File: src/include/smb_pkg.sv
package smb_pkg;
   // bus framing
   localparam int unsigned ADDR_BITS      = 7;
   localparam int unsigned BYTE_BITS      = 8;
   localparam logic [3:0]  BIT_CNT_FULL   = 4'h8;
   localparam logic [3:0]  BIT_CNT_LAST   = 4'h7;
   localparam logic [3:0]  BIT_CNT_ZERO   = 4'h0;
   localparam logic [3:0]  BIT_CNT_ONE    = 4'h1;
   localparam logic [6:0]  GENERAL_CALL   = 7'h00;
   localparam logic        RW_WRITE       = 1'h0;
   localparam logic        RW_READ        = 1'h1;

   // register map
   localparam logic [7:0]  IDX_STATUS     = 8'h00;
   localparam logic [7:0]  IDX_CFG_FIRST  = 8'h01;
   localparam logic [7:0]  IDX_CFG_LAST   = 8'h10;
   localparam int unsigned CFG_WORDS      = 16;
   localparam logic [7:0]  CFG_RESET_VAL  = 8'h00;
   localparam int unsigned BIT_ATTACH     = 0;
   localparam int unsigned BIT_WPROT      = 1;
   localparam int unsigned BIT_SOFT_RST   = 2;

   // strap coding that selects the serial target load (arbitrary choice)
   localparam logic [1:0]  SRC_SEL_SMBUS  = 2'h1;
   localparam logic [1:0]  STRAP_SETTLE   = 2'h3;

   // clock-low timeout
   localparam int unsigned CLK_PERIOD_PS  = 4000;
   localparam int unsigned TIMEOUT_MS     = 25;
   localparam int unsigned PS_PER_MS      = 1000000000;
   localparam longint unsigned TIMEOUT_PS =
      longint'(TIMEOUT_MS) * longint'(PS_PER_MS);
   localparam int unsigned TIMEOUT_CYC    =
      int'((TIMEOUT_PS + CLK_PERIOD_PS - 1) / CLK_PERIOD_PS);

   // one-hot link states
   typedef enum logic [10:0] {
      ST_IDLE      = 11'h001,
      ST_ADDR      = 11'h002,
      ST_ADDR_ACK  = 11'h004,
      ST_INDEX     = 11'h008,
      ST_INDEX_ACK = 11'h010,
      ST_DATA      = 11'h020,
      ST_DATA_ACK  = 11'h040,
      ST_WAIT_STOP = 11'h080,
      ST_RD_DATA   = 11'h100,
      ST_RD_ACK    = 11'h200,
      ST_OFF       = 11'h400
   } smb_state_e;
endpackage
File: src/design/smb_cfg_mem.sv
`timescale 1ns/1ps
`default_nettype none
module smb_cfg_mem
   import smb_pkg::*;
(
   input  wire logic       clock_in,
   input  wire logic       rst_n_in,
   input  wire logic       enable_in,
   input  wire logic       clear_in,
   input  wire logic       we_in,
   input  wire logic [7:0] addr_in,
   input  wire logic [7:0] wdata_in,
   output logic      [7:0] rdata_out
);
   logic [7:0] mem [CFG_WORDS];
   logic [7:0] next_mem [CFG_WORDS];
   logic [7:0] next_rdata;

   function automatic logic in_map(input logic [7:0] a);
      return (a >= IDX_CFG_FIRST) && (a <= IDX_CFG_LAST);
   endfunction

   function automatic logic [3:0] slot(input logic [7:0] a);
      logic [7:0] d;
      d = a - IDX_CFG_FIRST;
      return d[3:0];
   endfunction

   // indices outside the map swallow writes and read as zero
   always_comb begin
      for (int i = 0; i < CFG_WORDS; i++) begin
         next_mem[i] = clear_in ? CFG_RESET_VAL : mem[i];
      end
      if (!clear_in && we_in && in_map(addr_in)) begin
         next_mem[slot(addr_in)] = wdata_in;
      end
      next_rdata = in_map(addr_in) ? mem[slot(addr_in)] : CFG_RESET_VAL;
   end

   always_ff @(posedge clock_in) begin
      if (!rst_n_in) begin
         for (int i = 0; i < CFG_WORDS; i++) begin
            mem[i] <= CFG_RESET_VAL;
         end
         rdata_out <= CFG_RESET_VAL;
      end else if (enable_in) begin
         mem       <= next_mem;
         rdata_out <= next_rdata;
      end
   end
endmodule
`default_nettype wire

File: src/design/smb_config_slave.sv
// What this block does
// - The block is only a bus target and accepts only write-byte and read-byte transfers.
// - Each access is a 7-bit target address, an 8-bit register index and an 8-bit data byte.
// - Every byte on the data line travels most significant bit first, in both directions.
// - A write is start, address, write bit, index, data, stop, with an acknowledge after each byte.
// - A read sets the index, then a repeated start with the read bit, one data byte, a nack and a stop.
// - Registers change only after a complete valid transfer; aborted transfers change nothing.
// - A wrong address or bad transfer gets no acknowledge and sends the logic back to idle.
// - Only the strapped target address is answered.
// - The all-zero general call address is never answered.
// - A clock-low period over 25 ms aborts the transfer and the block is ready within 35 ms.
// - Other agents may stretch the clock and the block never pulls the clock low.
// - A start directly followed by a stop resets the serial logic to idle.
// - There is no alert output and no alert response address.
// - In serial-load mode the block waits without limit and attaches to USB only afterwards.
// - The port shares pins with the eeprom port, and eeprom reads stay off in serial-load mode.
// - Setting status bit 0 signals USB attach and shuts the target down for good until reset.
`timescale 1ns/1ps
`default_nettype none
module smb_config_slave
   import smb_pkg::*;
#(
   parameter int unsigned TIMEOUT_CYCLES = TIMEOUT_CYC
)(
   input  wire logic       clock_in,
   input  wire logic       rst_n_in,
   input  wire logic       enable_in,
   input  wire logic       scl_in,
   input  wire logic       sda_in,
   input  wire logic [6:0] target_addr_strap_in,
   input  wire logic       config_source_strap_hi_in,
   input  wire logic       config_source_strap_lo_in,
   output logic            sda_out,
   output logic            sda_oe_out,
   output logic            scl_out,
   output logic            scl_oe_out,
   output logic            eeprom_read_enable_out,
   output logic            usb_attach_out
);
   // ---- pin synchronisers ----
   logic [1:0] scl_sync, sda_sync, hi_sync, lo_sync;
   logic [6:0] addr_meta, addr_sync;
   logic       scl_prev, sda_prev;
   logic [1:0] next_scl_sync, next_sda_sync, next_hi_sync, next_lo_sync;
   logic [6:0] next_addr_meta, next_addr_sync;
   logic       next_scl_prev, next_sda_prev;

   // first stage feeds only the second; edges use the second and a copy
   always_comb begin
      next_scl_sync  = {scl_sync[0], scl_in};
      next_sda_sync  = {sda_sync[0], sda_in};
      next_hi_sync   = {hi_sync[0], config_source_strap_hi_in};
      next_lo_sync   = {lo_sync[0], config_source_strap_lo_in};
      next_addr_meta = target_addr_strap_in;
      next_addr_sync = addr_meta;
      next_scl_prev  = scl_sync[1];
      next_sda_prev  = sda_sync[1];
   end

   always_ff @(posedge clock_in) begin
      if (!rst_n_in) begin
         scl_sync  <= 2'h3;
         sda_sync  <= 2'h3;
         hi_sync   <= 2'h0;
         lo_sync   <= 2'h0;
         addr_meta <= 7'h00;
         addr_sync <= 7'h00;
         scl_prev  <= 1'h1;
         sda_prev  <= 1'h1;
      end else if (enable_in) begin
         scl_sync  <= next_scl_sync;
         sda_sync  <= next_sda_sync;
         hi_sync   <= next_hi_sync;
         lo_sync   <= next_lo_sync;
         addr_meta <= next_addr_meta;
         addr_sync <= next_addr_sync;
         scl_prev  <= next_scl_prev;
         sda_prev  <= next_sda_prev;
      end
   end

   logic scl_s, sda_s, scl_rise, scl_fall, start_det, stop_det;
   assign scl_s     = scl_sync[1];
   assign sda_s     = sda_sync[1];
   assign scl_rise  = scl_s & ~scl_prev;
   assign scl_fall  = ~scl_s & scl_prev;
   assign start_det = scl_s & scl_prev & sda_prev & ~sda_s;
   assign stop_det  = scl_s & scl_prev & ~sda_prev & sda_s;

   // ---- link state ----
   smb_state_e  state, next_state;
   logic [3:0]  bit_cnt, next_bit_cnt;
   logic [7:0]  shift, next_shift;
   logic [7:0]  index, next_index;
   logic [7:0]  pend, next_pend;
   logic        restart, next_restart;
   logic        oe, next_oe;
   logic        attach, next_attach;
   logic        wprot, next_wprot;
   logic        strap_done, next_strap_done;
   logic [1:0]  strap_cnt, next_strap_cnt;
   logic        smbus_sel, next_smbus_sel;
   logic [6:0]  my_addr, next_my_addr;
   logic [31:0] to_cnt, next_to_cnt;
   logic        eep_en, next_eep_en;
   logic        attach_out, next_attach_out;
   logic        mem_we, mem_clear;
   logic [7:0]  mem_rdata, rd_byte;

   // registers change only through this one commit path at stop
   smb_cfg_mem u_mem (
      .clock_in  (clock_in),
      .rst_n_in  (rst_n_in),
      .enable_in (enable_in),
      .clear_in  (mem_clear),
      .we_in     (mem_we),
      .addr_in   (index),
      .wdata_in  (pend),
      .rdata_out (mem_rdata)
   );

   function automatic logic addr_ok(input logic [7:0] b,
                                    input logic [6:0] mine,
                                    input logic       rd);
      return (b[7:1] == mine) && (b[7:1] != GENERAL_CALL) &&
             (b[0] == rd);
   endfunction

   assign rd_byte = (index == IDX_STATUS) ?
                    {5'h00, 1'h0, wprot, attach} : mem_rdata;

   always_comb begin
      next_state      = state;
      next_bit_cnt    = bit_cnt;
      next_shift      = shift;
      next_index      = index;
      next_pend       = pend;
      next_restart    = restart;
      next_oe         = oe;
      next_attach     = attach;
      next_wprot      = wprot;
      next_strap_done = strap_done;
      next_strap_cnt  = strap_cnt;
      next_smbus_sel  = smbus_sel;
      next_my_addr    = my_addr;
      mem_we          = 1'h0;
      mem_clear       = 1'h0;
      // straps are caught once, after the synchronisers have filled
      if (!strap_done) begin
         next_strap_cnt = strap_cnt + 2'h1;
         if (strap_cnt == STRAP_SETTLE) begin
            next_strap_done = 1'h1;
            next_smbus_sel  = ({hi_sync[1], lo_sync[1]} == SRC_SEL_SMBUS);
            next_my_addr    = addr_sync;
         end
      end
      // timeout counts only while a transfer holds the clock low
      next_to_cnt = (!scl_s && state != ST_IDLE && state != ST_OFF) ?
                    to_cnt + 32'h1 : 32'h0;
      if (!strap_done || !smbus_sel || attach) begin
         next_state = attach ? ST_OFF : ST_IDLE;
         next_oe    = 1'h0;
      end else if (stop_det) begin
         if (state == ST_WAIT_STOP && !restart) begin
            if (index == IDX_STATUS) begin
               next_attach = attach | pend[BIT_ATTACH];
               next_wprot  = wprot | pend[BIT_WPROT];
               mem_clear   = pend[BIT_SOFT_RST];
            end else begin
               mem_we = ~wprot;
            end
         end
         next_state = ST_IDLE;
         next_oe    = 1'h0;
      end else if (start_det) begin
         // repeated start after the index ack: the start's own clock rise
         // has already shifted one bit into the data byte
         next_restart = (state == ST_DATA) && (bit_cnt == BIT_CNT_ONE);
         next_state   = ST_ADDR;
         next_bit_cnt = BIT_CNT_ZERO;
         next_oe      = 1'h0;
      end else if (to_cnt >= TIMEOUT_CYCLES - 1) begin
         next_state = ST_IDLE;
         next_oe    = 1'h0;
      end else begin
         case (state)
            ST_ADDR, ST_INDEX, ST_DATA: begin
               if (scl_rise) begin
                  next_shift   = {shift[6:0], sda_s};
                  next_bit_cnt = bit_cnt + BIT_CNT_ONE;
               end else if (scl_fall && bit_cnt == BIT_CNT_FULL) begin
                  next_bit_cnt = BIT_CNT_ZERO;
                  next_oe      = 1'h1;
                  if (state == ST_ADDR) begin
                     if (addr_ok(shift, my_addr, restart)) begin
                        next_state = ST_ADDR_ACK;
                     end else begin
                        next_state = ST_IDLE;
                        next_oe    = 1'h0;
                     end
                  end else if (state == ST_INDEX) begin
                     next_index = shift;
                     next_state = ST_INDEX_ACK;
                  end else begin
                     next_pend  = shift;
                     next_state = ST_DATA_ACK;
                  end
               end
            end
            ST_ADDR_ACK: begin
               if (scl_fall) begin
                  if (restart) begin
                     next_state = ST_RD_DATA;
                     next_oe    = ~rd_byte[7];
                     next_shift = {rd_byte[6:0], 1'h0};
                  end else begin
                     next_state = ST_INDEX;
                     next_oe    = 1'h0;
                  end
               end
            end
            ST_INDEX_ACK: begin
               if (scl_fall) begin
                  next_state = ST_DATA;
                  next_oe    = 1'h0;
               end
            end
            ST_DATA_ACK: begin
               if (scl_fall) begin
                  next_state = ST_WAIT_STOP;
                  next_oe    = 1'h0;
               end
            end
            ST_WAIT_STOP: begin
               // the stop's own clock rise is legal; a full extra pulse is not
               if (scl_fall) begin
                  next_state = ST_IDLE;
               end
            end
            ST_RD_DATA: begin
               if (scl_fall) begin
                  if (bit_cnt == BIT_CNT_LAST) begin
                     next_oe    = 1'h0;
                     next_state = ST_RD_ACK;
                  end else begin
                     next_oe      = ~shift[7];
                     next_shift   = {shift[6:0], 1'h0};
                     next_bit_cnt = bit_cnt + BIT_CNT_ONE;
                  end
               end
            end
            ST_RD_ACK: begin
               if (scl_rise) begin
                  // host ack asks for a second byte, which is not allowed
                  next_state = sda_s ? ST_WAIT_STOP : ST_IDLE;
               end
            end
            default: begin
               next_state = state;
            end
         endcase
      end
      if (mem_clear) begin
         next_state = ST_IDLE;
      end
      next_eep_en     = strap_done & ~smbus_sel;
      next_attach_out = (strap_done & ~smbus_sel) | next_attach;
   end

   always_ff @(posedge clock_in) begin
      if (!rst_n_in) begin
         state      <= ST_IDLE;
         bit_cnt    <= BIT_CNT_ZERO;
         shift      <= 8'h00;
         index      <= 8'h00;
         pend       <= 8'h00;
         restart    <= 1'h0;
         oe         <= 1'h0;
         attach     <= 1'h0;
         wprot      <= 1'h0;
         strap_done <= 1'h0;
         strap_cnt  <= 2'h0;
         smbus_sel  <= 1'h0;
         my_addr    <= 7'h00;
         to_cnt     <= 32'h0;
         eep_en     <= 1'h0;
         attach_out <= 1'h0;
      end else if (enable_in) begin
         state      <= next_state;
         bit_cnt    <= next_bit_cnt;
         shift      <= next_shift;
         index      <= next_index;
         pend       <= next_pend;
         restart    <= next_restart;
         oe         <= next_oe;
         attach     <= next_attach;
         wprot      <= next_wprot;
         strap_done <= next_strap_done;
         strap_cnt  <= next_strap_cnt;
         smbus_sel  <= next_smbus_sel;
         my_addr    <= next_my_addr;
         to_cnt     <= next_to_cnt;
         eep_en     <= next_eep_en;
         attach_out <= next_attach_out;
      end
   end

   // open-drain: data only ever pulled low; clock never driven, no alert pin
   always_ff @(posedge clock_in) begin
      if (!rst_n_in) begin
         sda_out    <= 1'h0;
         sda_oe_out <= 1'h0;
         scl_out    <= 1'h0;
         scl_oe_out <= 1'h0;
         eeprom_read_enable_out <= 1'h0;
         usb_attach_out         <= 1'h0;
      end else if (enable_in) begin
         sda_out    <= 1'h0;
         sda_oe_out <= next_oe;
         scl_out    <= 1'h0;
         scl_oe_out <= 1'h0;
         eeprom_read_enable_out <= next_eep_en;
         usb_attach_out         <= next_attach_out;
      end
   end
endmodule
`default_nettype wire

File: config.mk
export PLATFORM = sky130hd
export DESIGN_NAME = smb_config_slave
export DESIGN_NICKNAME = d
export VERILOG_FILES = /design/src/include/smb_pkg.sv /design/src/design/smb_cfg_mem.sv /design/src/design/smb_config_slave.sv
export SDC_FILE = /design/constraint.sdc
export NUM_CORES = 1
export LEC_CHECK = 0
export ABC_AREA = 0
export BUFFER_PORTS_ARGS = -buffer_cell sky130_fd_sc_hd__buf_2
export CAP_MARGIN = 15
export CORE_MARGIN = 5
export CORE_UTILIZATION = 49
export DETAILED_ROUTE_END_ITERATION = 8
export PLACE_DENSITY_LB_ADDON = 0.15
export SYNTH_ARGS = -nofsm -noshare
export SYNTH_HDL_FRONTEND = slang
export SYNTH_HIERARCHICAL = 1
export SYNTH_SLANG_ARGS = --single-unit
export TNS_END_PERCENT = 50
File: constraint.sdc
create_clock -name clock_in -period 3.3 [get_ports clock_in]
set_input_delay 0.165 -clock clock_in [delete_from_list [all_inputs] [get_ports clock_in]]
set_output_delay 0.165 -clock clock_in [all_outputs]
set_load 0.01 [all_outputs]
==> run metrics, run 1 <==
TritonCTS clock tree=yes; worst r2r src=state[10]; Max FO, Critical Path=16; Congestion Overflow GR=0; Filler cells=2406; MaxCap Viol Count=0; worst-margin pin slew=998 ps; commonest non-fill, non-tap cell in the layout=nand2_1; Seq cells post-synth=248; average wire per standard cell=18.3 um; Seq. cell area=4970 sq um; peak ir drop on the vdd network=0.000366 V; max-slew violation count=0; sequential cell area fraction in the yosys report=0.391; Sequential Power Share=0.465; Comb pwr share=0.030; Distinct cells, synth=82; top_reg_cell synth=dfxtp_1; drt first pass iters=6; Worst Hold Depth=3; post-synth top area share=0.391; CTS buffer count=28; H-tree Lvls=1; die height=171 um; final setup violation count=0; core area=25800 sq um; DP Wirelength=21700 um; status=finished clean; worst clock skew=8.83 ps; clock tree buffer depth=3; DP Area=13100 sq um; GRT Total Usage=0.225; via count=10.6k; GR peak layer=met2; largest net degree at the start of global routing=73; WP buf/inv=1; vias in the first global route=10.0k; Clk pwr share=0.505; clk root buf=clkbuf_16; yosys warns=6; Slew HR=0.335; # diodes=0; row cnt=59; CTS Sinks=248; GR Util met1=0.308; Leakage=4.90 nW; Final Hold Viols=0; FF-to-FF path depth=11; Residual DRC=0; Psw=1.40 mW; multi-input logic area=7190 sq um; Final nets=1485; CP Class=reg2reg; number of synthesized flops with an enable pin=0; Cell Area, Synth=12700 sq um; setup TNS=0 ps; top cells by area, synth=dfxtp_1 39%, nand2_1 7.5%, mux4_2 5.7%; cells after synthesis=1464; antenna violations before repair=2; switching part of the total=0.214; most frequent cells in the layout=254 x nand2_1, 247 x dfxtp_1, 108 x o21ai_0; crit-path cells=nor4_1 > and4b_1 > nand2_1 > nor2_1 > and3_2 > and3b_1 > o211ai_1 > a21oi_1 > buf_4 > or3b_2 > a31oi_1; fraction of registers with async set or reset after synthesis=0; FMAX=320 MHz; die width=171 um; max incr delay on CP=440 ps; RSZ-0062 raised after global routing=no; GPL Wtd Cong=0.930; mean post-synth cell area=8.68 sq um; DIE AREA=29300 sq um; Reg clk slew, reported paths=60 ps; crit end category=flop; fin crit share=0.946; pwr dens=457 nW/um^2; final wirelength=33300 um; HP Start=rst_n_in; initial DRC count=648; I/O pin total=20; CP Launch Type=flop; Synth-to-Final Area Change=11.9%; Skew-Pair Late Insertion Delay=550 ps; vias per inst=5.84; Final ANT Viol Nets=0; layout cells sized above 1=0.142; Hold Crit Class=in2reg; r2r setup slk=180 ps; CP arrival=3590 ps; met2 Use GR=0.367; first-pass GRT wire length=54100 um; port bufs=16; internal power=5.11 mW; Max stage delay cell, worst path=or3b_2; Top delay family on crit path=simple AND/OR/NAND/NOR gates; cell taking the most area after synthesis=dfxtp_1; Crit Reg-Reg Endpoint=u_mem/mem[63]; Period minus WS final=3120 ps; hold endpoint=state[10]; Initial Util=0.492; WP data required=3770 ps; Final Cell Area=14200 sq um; met3 Track Usage GR=0.0333
==> layout make-up <==
| type | count | area share |
|---|---|---|
| timing repair buffer | 76 | 0.0421 |
| clock inverter | 9 | 0.0113 |
| inverter | 18 | 0.00493 |
| clock buffer | 41 | 0.0576 |
| multi-input combinational | 1089 | 0.505 |
| tap | 335 | 0.0295 |
| sequential | 248 | 0.349 |
==> worst min-delay path, delay by kind of cell <==
kind                   cells  cell delay, ps
multiplexers               1              60
buffers and inverters      1             230
AND/OR/NAND/NOR            1             110
==> registers in the layout, summed over array words and instances, names as in the netlist, 2 cells and up <==
signal / cells
pend: 8
addr_sync: 7
shift: 8
my_addr: 7
bit_cnt: 4
state: 11
sda_sync: 2
lo_sync: 2
scl_sync: 2
hi_sync: 2
addr_meta: 7
to_cnt: 32
index: 8
u_mem/mem: 128
u_mem/rdata_out: 8
strap_cnt: 2
==> worst max-delay path by stage <==
stage / cells past startpoint / from / endpoint / slack, ps
floorplan: 11 / index[0] / u_mem/rdata_out[3] / 240
global placement: 10 / state[10] / u_mem/mem[24] / 380
detailed placement: 10 / state[10] / u_mem/mem[24] / 280
CTS: 10 / state[10] / u_mem/mem[24] / 260
global route: 11 / state[10] / u_mem/mem[62] / 5
finish: 11 / state[10] / u_mem/mem[63] / 180
==> synthesized netlist by cell type, types with 4 or more instances <==
library cell	instances
a31oi_4	6
and2_1	6
or3b_2	16
and4_1	5
mux2i_1	63
or2_2	15
xor2_1	33
and3_1	16
nand3b_1	33
xnor2_1	10
nand3_1	33
buf_2	17
buf_6	9
o21ai_0	108
o211ai_1	5
clkbuf_1	79
nor2b_1	56
nor4_1	9
o221ai_1	6
a32oi_1	17
dfxtp_1	248
a21boi_0	11
nor3_1	17
a21oi_1	97
inv_1	18
nand2b_1	7
nor3b_1	4
nor2_1	61
nand2_1	254
a31oi_1	50
a21o_1	8
mux4_2	32
ha_1	10
or3_1	5
and2_0	7
nand4_1	19
==> kinds of logic (layout without fill, tap and decap cells) <==
kind of cell / after synthesis / count (layout) / synth area share
other: 1 / 3 / 0.000295
multiplexers: 96 / 96 / 0.107
adder cells (fa/ha/maj): 10 / 10 / 0.00984
AND/OR/NAND/NOR: 587 / 587 / 0.241
buffers and inverters: 129 / 144 / 0.0460
flip-flops: 248 / 248 / 0.391
AO/OA/AOI/OAI: 350 / 350 / 0.176
XOR/XNOR: 43 / 43 / 0.0296
==> stage by stage <==
stage          utilization  hold WS, ps  instances  power, mW  setup WS, ps
4_1_cts              0.550         60.0       1816       6.58           256
2_1_floorplan            -          293       1466       3.23           238
5_1_grt              0.550         86.0       1816       6.73          4.77
3_3_place_gp         0.508          382       1755       3.28           380
3_5_place_dp         0.508          386       1755       3.28           278
6_report             0.550         76.2       1816       6.51           178
==> what timing repair did <==
action / 4_1_cts / 5_1_grt
hold endpoints to repair: 11 / 0
hold buffers: 11 / 0
setup buffers: 0 / 0
resized for setup: 0 / 3
setup endpoints to repair: 0 / 4
==> power by group through the flow <==
stage / sequential [mW] / clock (mW) / combinational, mW
after floorplan: 3.09 / 0 / 0.140
after global placement: 3.09 / 0 / 0.187
after detailed placement: 3.09 / 0 / 0.188
after CTS: 3.03 / 3.36 / 0.199
after global routing: 3.03 / 3.49 / 0.216
final: 3.03 / 3.28 / 0.197
==> layer usage <==
layer	vias up	wire [um]
met4	4	1020
li1	5223	-
met5	-	24
met1	5075	15400
met2	231	15400
met3	65	1430
Power figures use the tool's default switching activity.
==> inputs of run 2 (changes only) <==
--- a/config.mk
+++ b/config.mk
@@ -12,6 +12,7 @@
 export CORE_UTILIZATION = 49
 export DETAILED_ROUTE_END_ITERATION = 8
 export PLACE_DENSITY_LB_ADDON = 0.15
+export REMOVE_ABC_BUFFERS = 1
 export SYNTH_ARGS = -nofsm -noshare
 export SYNTH_HDL_FRONTEND = slang
 export SYNTH_HIERARCHICAL = 1
==> run metrics, run 2 (synthesis gave the netlist of run 1 again) <==
die height=171 um (unchanged); Synth-to-Final Area Change=12.3% (was 11.9%); Hold Crit Class=in2reg (unchanged); peak ir drop on the vdd network=0.000610 V (was 0.000366 V); Final nets=1491 (was 1485); DP Area=13100 sq um (about the same); CP Launch Type=flop (unchanged); layout cells sized above 1=0.149 (was 0.142); row cnt=59 (unchanged); DIE AREA=29300 sq um (unchanged); Top reg by flops=u_mem/mem (unchanged); pwr dens=462 nW/um^2 (was 457 nW/um^2); I/O pin total=20 (unchanged); average wire per standard cell=18.7 um (was 18.3 um); final setup violation count=0 (unchanged); final total power=6.60 mW (was 6.51 mW); Residual DRC=0 (unchanged); Post-CTS Setup Inserts=0 (unchanged); Crit Reg-Reg Endpoint=u_mem/mem[117] (was u_mem/mem[63]); DP Wirelength=22400 um (was 21700 um); commonest non-fill, non-tap cell in the layout=nand2_1 (unchanged); via count=10.7k (was 10.6k); Congestion Overflow GR=0 (unchanged); first-pass GRT wire length=54800 um (was 54100 um); Skew-Pair Late Insertion Delay=540 ps (was 550 ps); Largest register FFs=128 (unchanged); die width=171 um (unchanged); antenna violations before repair=0 (was 2); Final Cell Area=14300 sq um (was 14200 sq um); Period minus WS final=3050 ps (was 3120 ps); crit end category=flop (unchanged); H-tree Lvls=1 (unchanged); clk root buf=clkbuf_16 (unchanged); # diodes=0 (unchanged); vias per inst=5.86 (was 5.84); Reg clk slew, reported paths=60 ps (about the same); Initial Util=0.492 (unchanged); Final Hold Viols=0 (unchanged); CTS Sinks=248 (unchanged); max-slew violation count=0 (unchanged); Slew HR=0.330 (was 0.335); initial DRC count=1063 (was 648); status=finished clean (unchanged); port bufs=16 (unchanged); TritonCTS clock tree=yes (unchanged); GRT Total Usage=0.228 (was 0.225); WP data required=3760 ps (was 3770 ps); FMAX=328 MHz (was 320 MHz); crit path to=u_mem/mem[117] (was u_mem/mem[63]); CP arrival=3510 ps (was 3590 ps); FF-to-FF path depth=11 (unchanged); MaxCap Viol Count=0 (unchanged); post-layout util=0.553 (was 0.550); Worst Hold Depth=2 (was 3); GPL Wtd Cong=0.918 (was 0.930); worst-margin pin slew=1000 ps (was 998 ps); final wirelength=34100 um (was 33300 um); core area=25800 sq um (unchanged); Max FO, Critical Path=9 (was 16); drt first pass iters=5 (was 6); Leakage=4.93 nW (was 4.90 nW); fin crit share=0.923 (was 0.946); clock tree buffer depth=3 (unchanged); r2r setup slk=250 ps (was 180 ps); CP Class=reg2reg (unchanged); worst r2r src=state[9] (was state[10]); WHS=61.1 ps (was 76.2 ps); CP startpoint=state[9] (was state[10]); most frequent cells in the layout=254 x nand2_1, 247 x dfxtp_1, 108 x o21ai_0 (unchanged); CTS buffer count=28 (unchanged); vias in the first global route=10.2k (was 10.0k); Final ANT Viol Nets=0 (unchanged); worst clock skew=8.50 ps (was 8.83 ps); largest net degree at the start of global routing=92 (was 73); biggest registers after layout=u_mem/mem x128, to_cnt x32, state x11 (unchanged); RSZ-0062 raised after global routing=no (unchanged)
-- run 2: worst min path at each step --
| stage | slack (ps) | startpoint | to |
|---|---|---|---|
| 6_report | 60 | rst_n_in | sda_prev |
| 5_1_grt | 70 | rst_n_in | sda_prev |
| 2_1_floorplan | 230 | rst_n_in | scl_prev |
| 3_3_place_gp | 380 | scl_in | scl_sync[0] |
| 4_1_cts | 40 | rst_n_in | sda_prev |
| 3_5_place_dp | 390 | sda_in | sda_sync[0] |
-- run 2: timing repair --
item	CTS	global route
endpoints found under the setup margin	0	45
endpoints found under the hold margin	11	0
hold buffers	11	0
resized for setup	0	3
-- run 2: final cells by class --
class	count	area, sq um
Sequential cell	248	4970
Inverter	18	70.1
Fill cell	2371	11600
Tap cell	335	419
Clock inverter	12	183
Clock buffer	40	837
Timing Repair Buffer	82	616
Multi-Input combinational cell	1089	7190
-- run 2: stage by stage --
| step | std cells | TNS, ps | worst slack [ps] |
|---|---|---|---|
| global route | 1824 | 0 | 3.93 |
| detailed placement | 1761 | 0 | 183 |
| CTS | 1824 | 0 | 142 |
| finish | 1824 | 0 | 254 |
| global placement | 1761 | 0 | 258 |
| floorplan | 1355 | -140580 | -1230 |
-- run 2: critical path, cell delays in order (launching register included) --
cell      delay [ps]
dfxtp_1          410
nor4_2           230
and4b_1          290
nand2_1          110
nor4bb_1         450
nor2b_2          340
buf_4            180
nand3_1          180
nor3_1           330
buf_4            230
nand2_1           70
a21oi_1          160
-- run 2: per-layer routing --
metal	global-route usage	up-vias	wire, um
met4	0.0520	0	631
met2	0.362	294	15300
met3	0.0388	52	2040
li1	-	5221	-
met5	0	-	0
met1	0.327	5113	16200
-- run 2: where the power goes --
part / switching (mW) / leakage (nW) / total [mW] / internal (mW)
Clock: 1.29 / 0.491 / 3.38 / 2.08
Sequential: 0.0127 / 2.00 / 3.03 / 3.01
Combinational: 0.129 / 2.44 / 0.198 / 0.0689
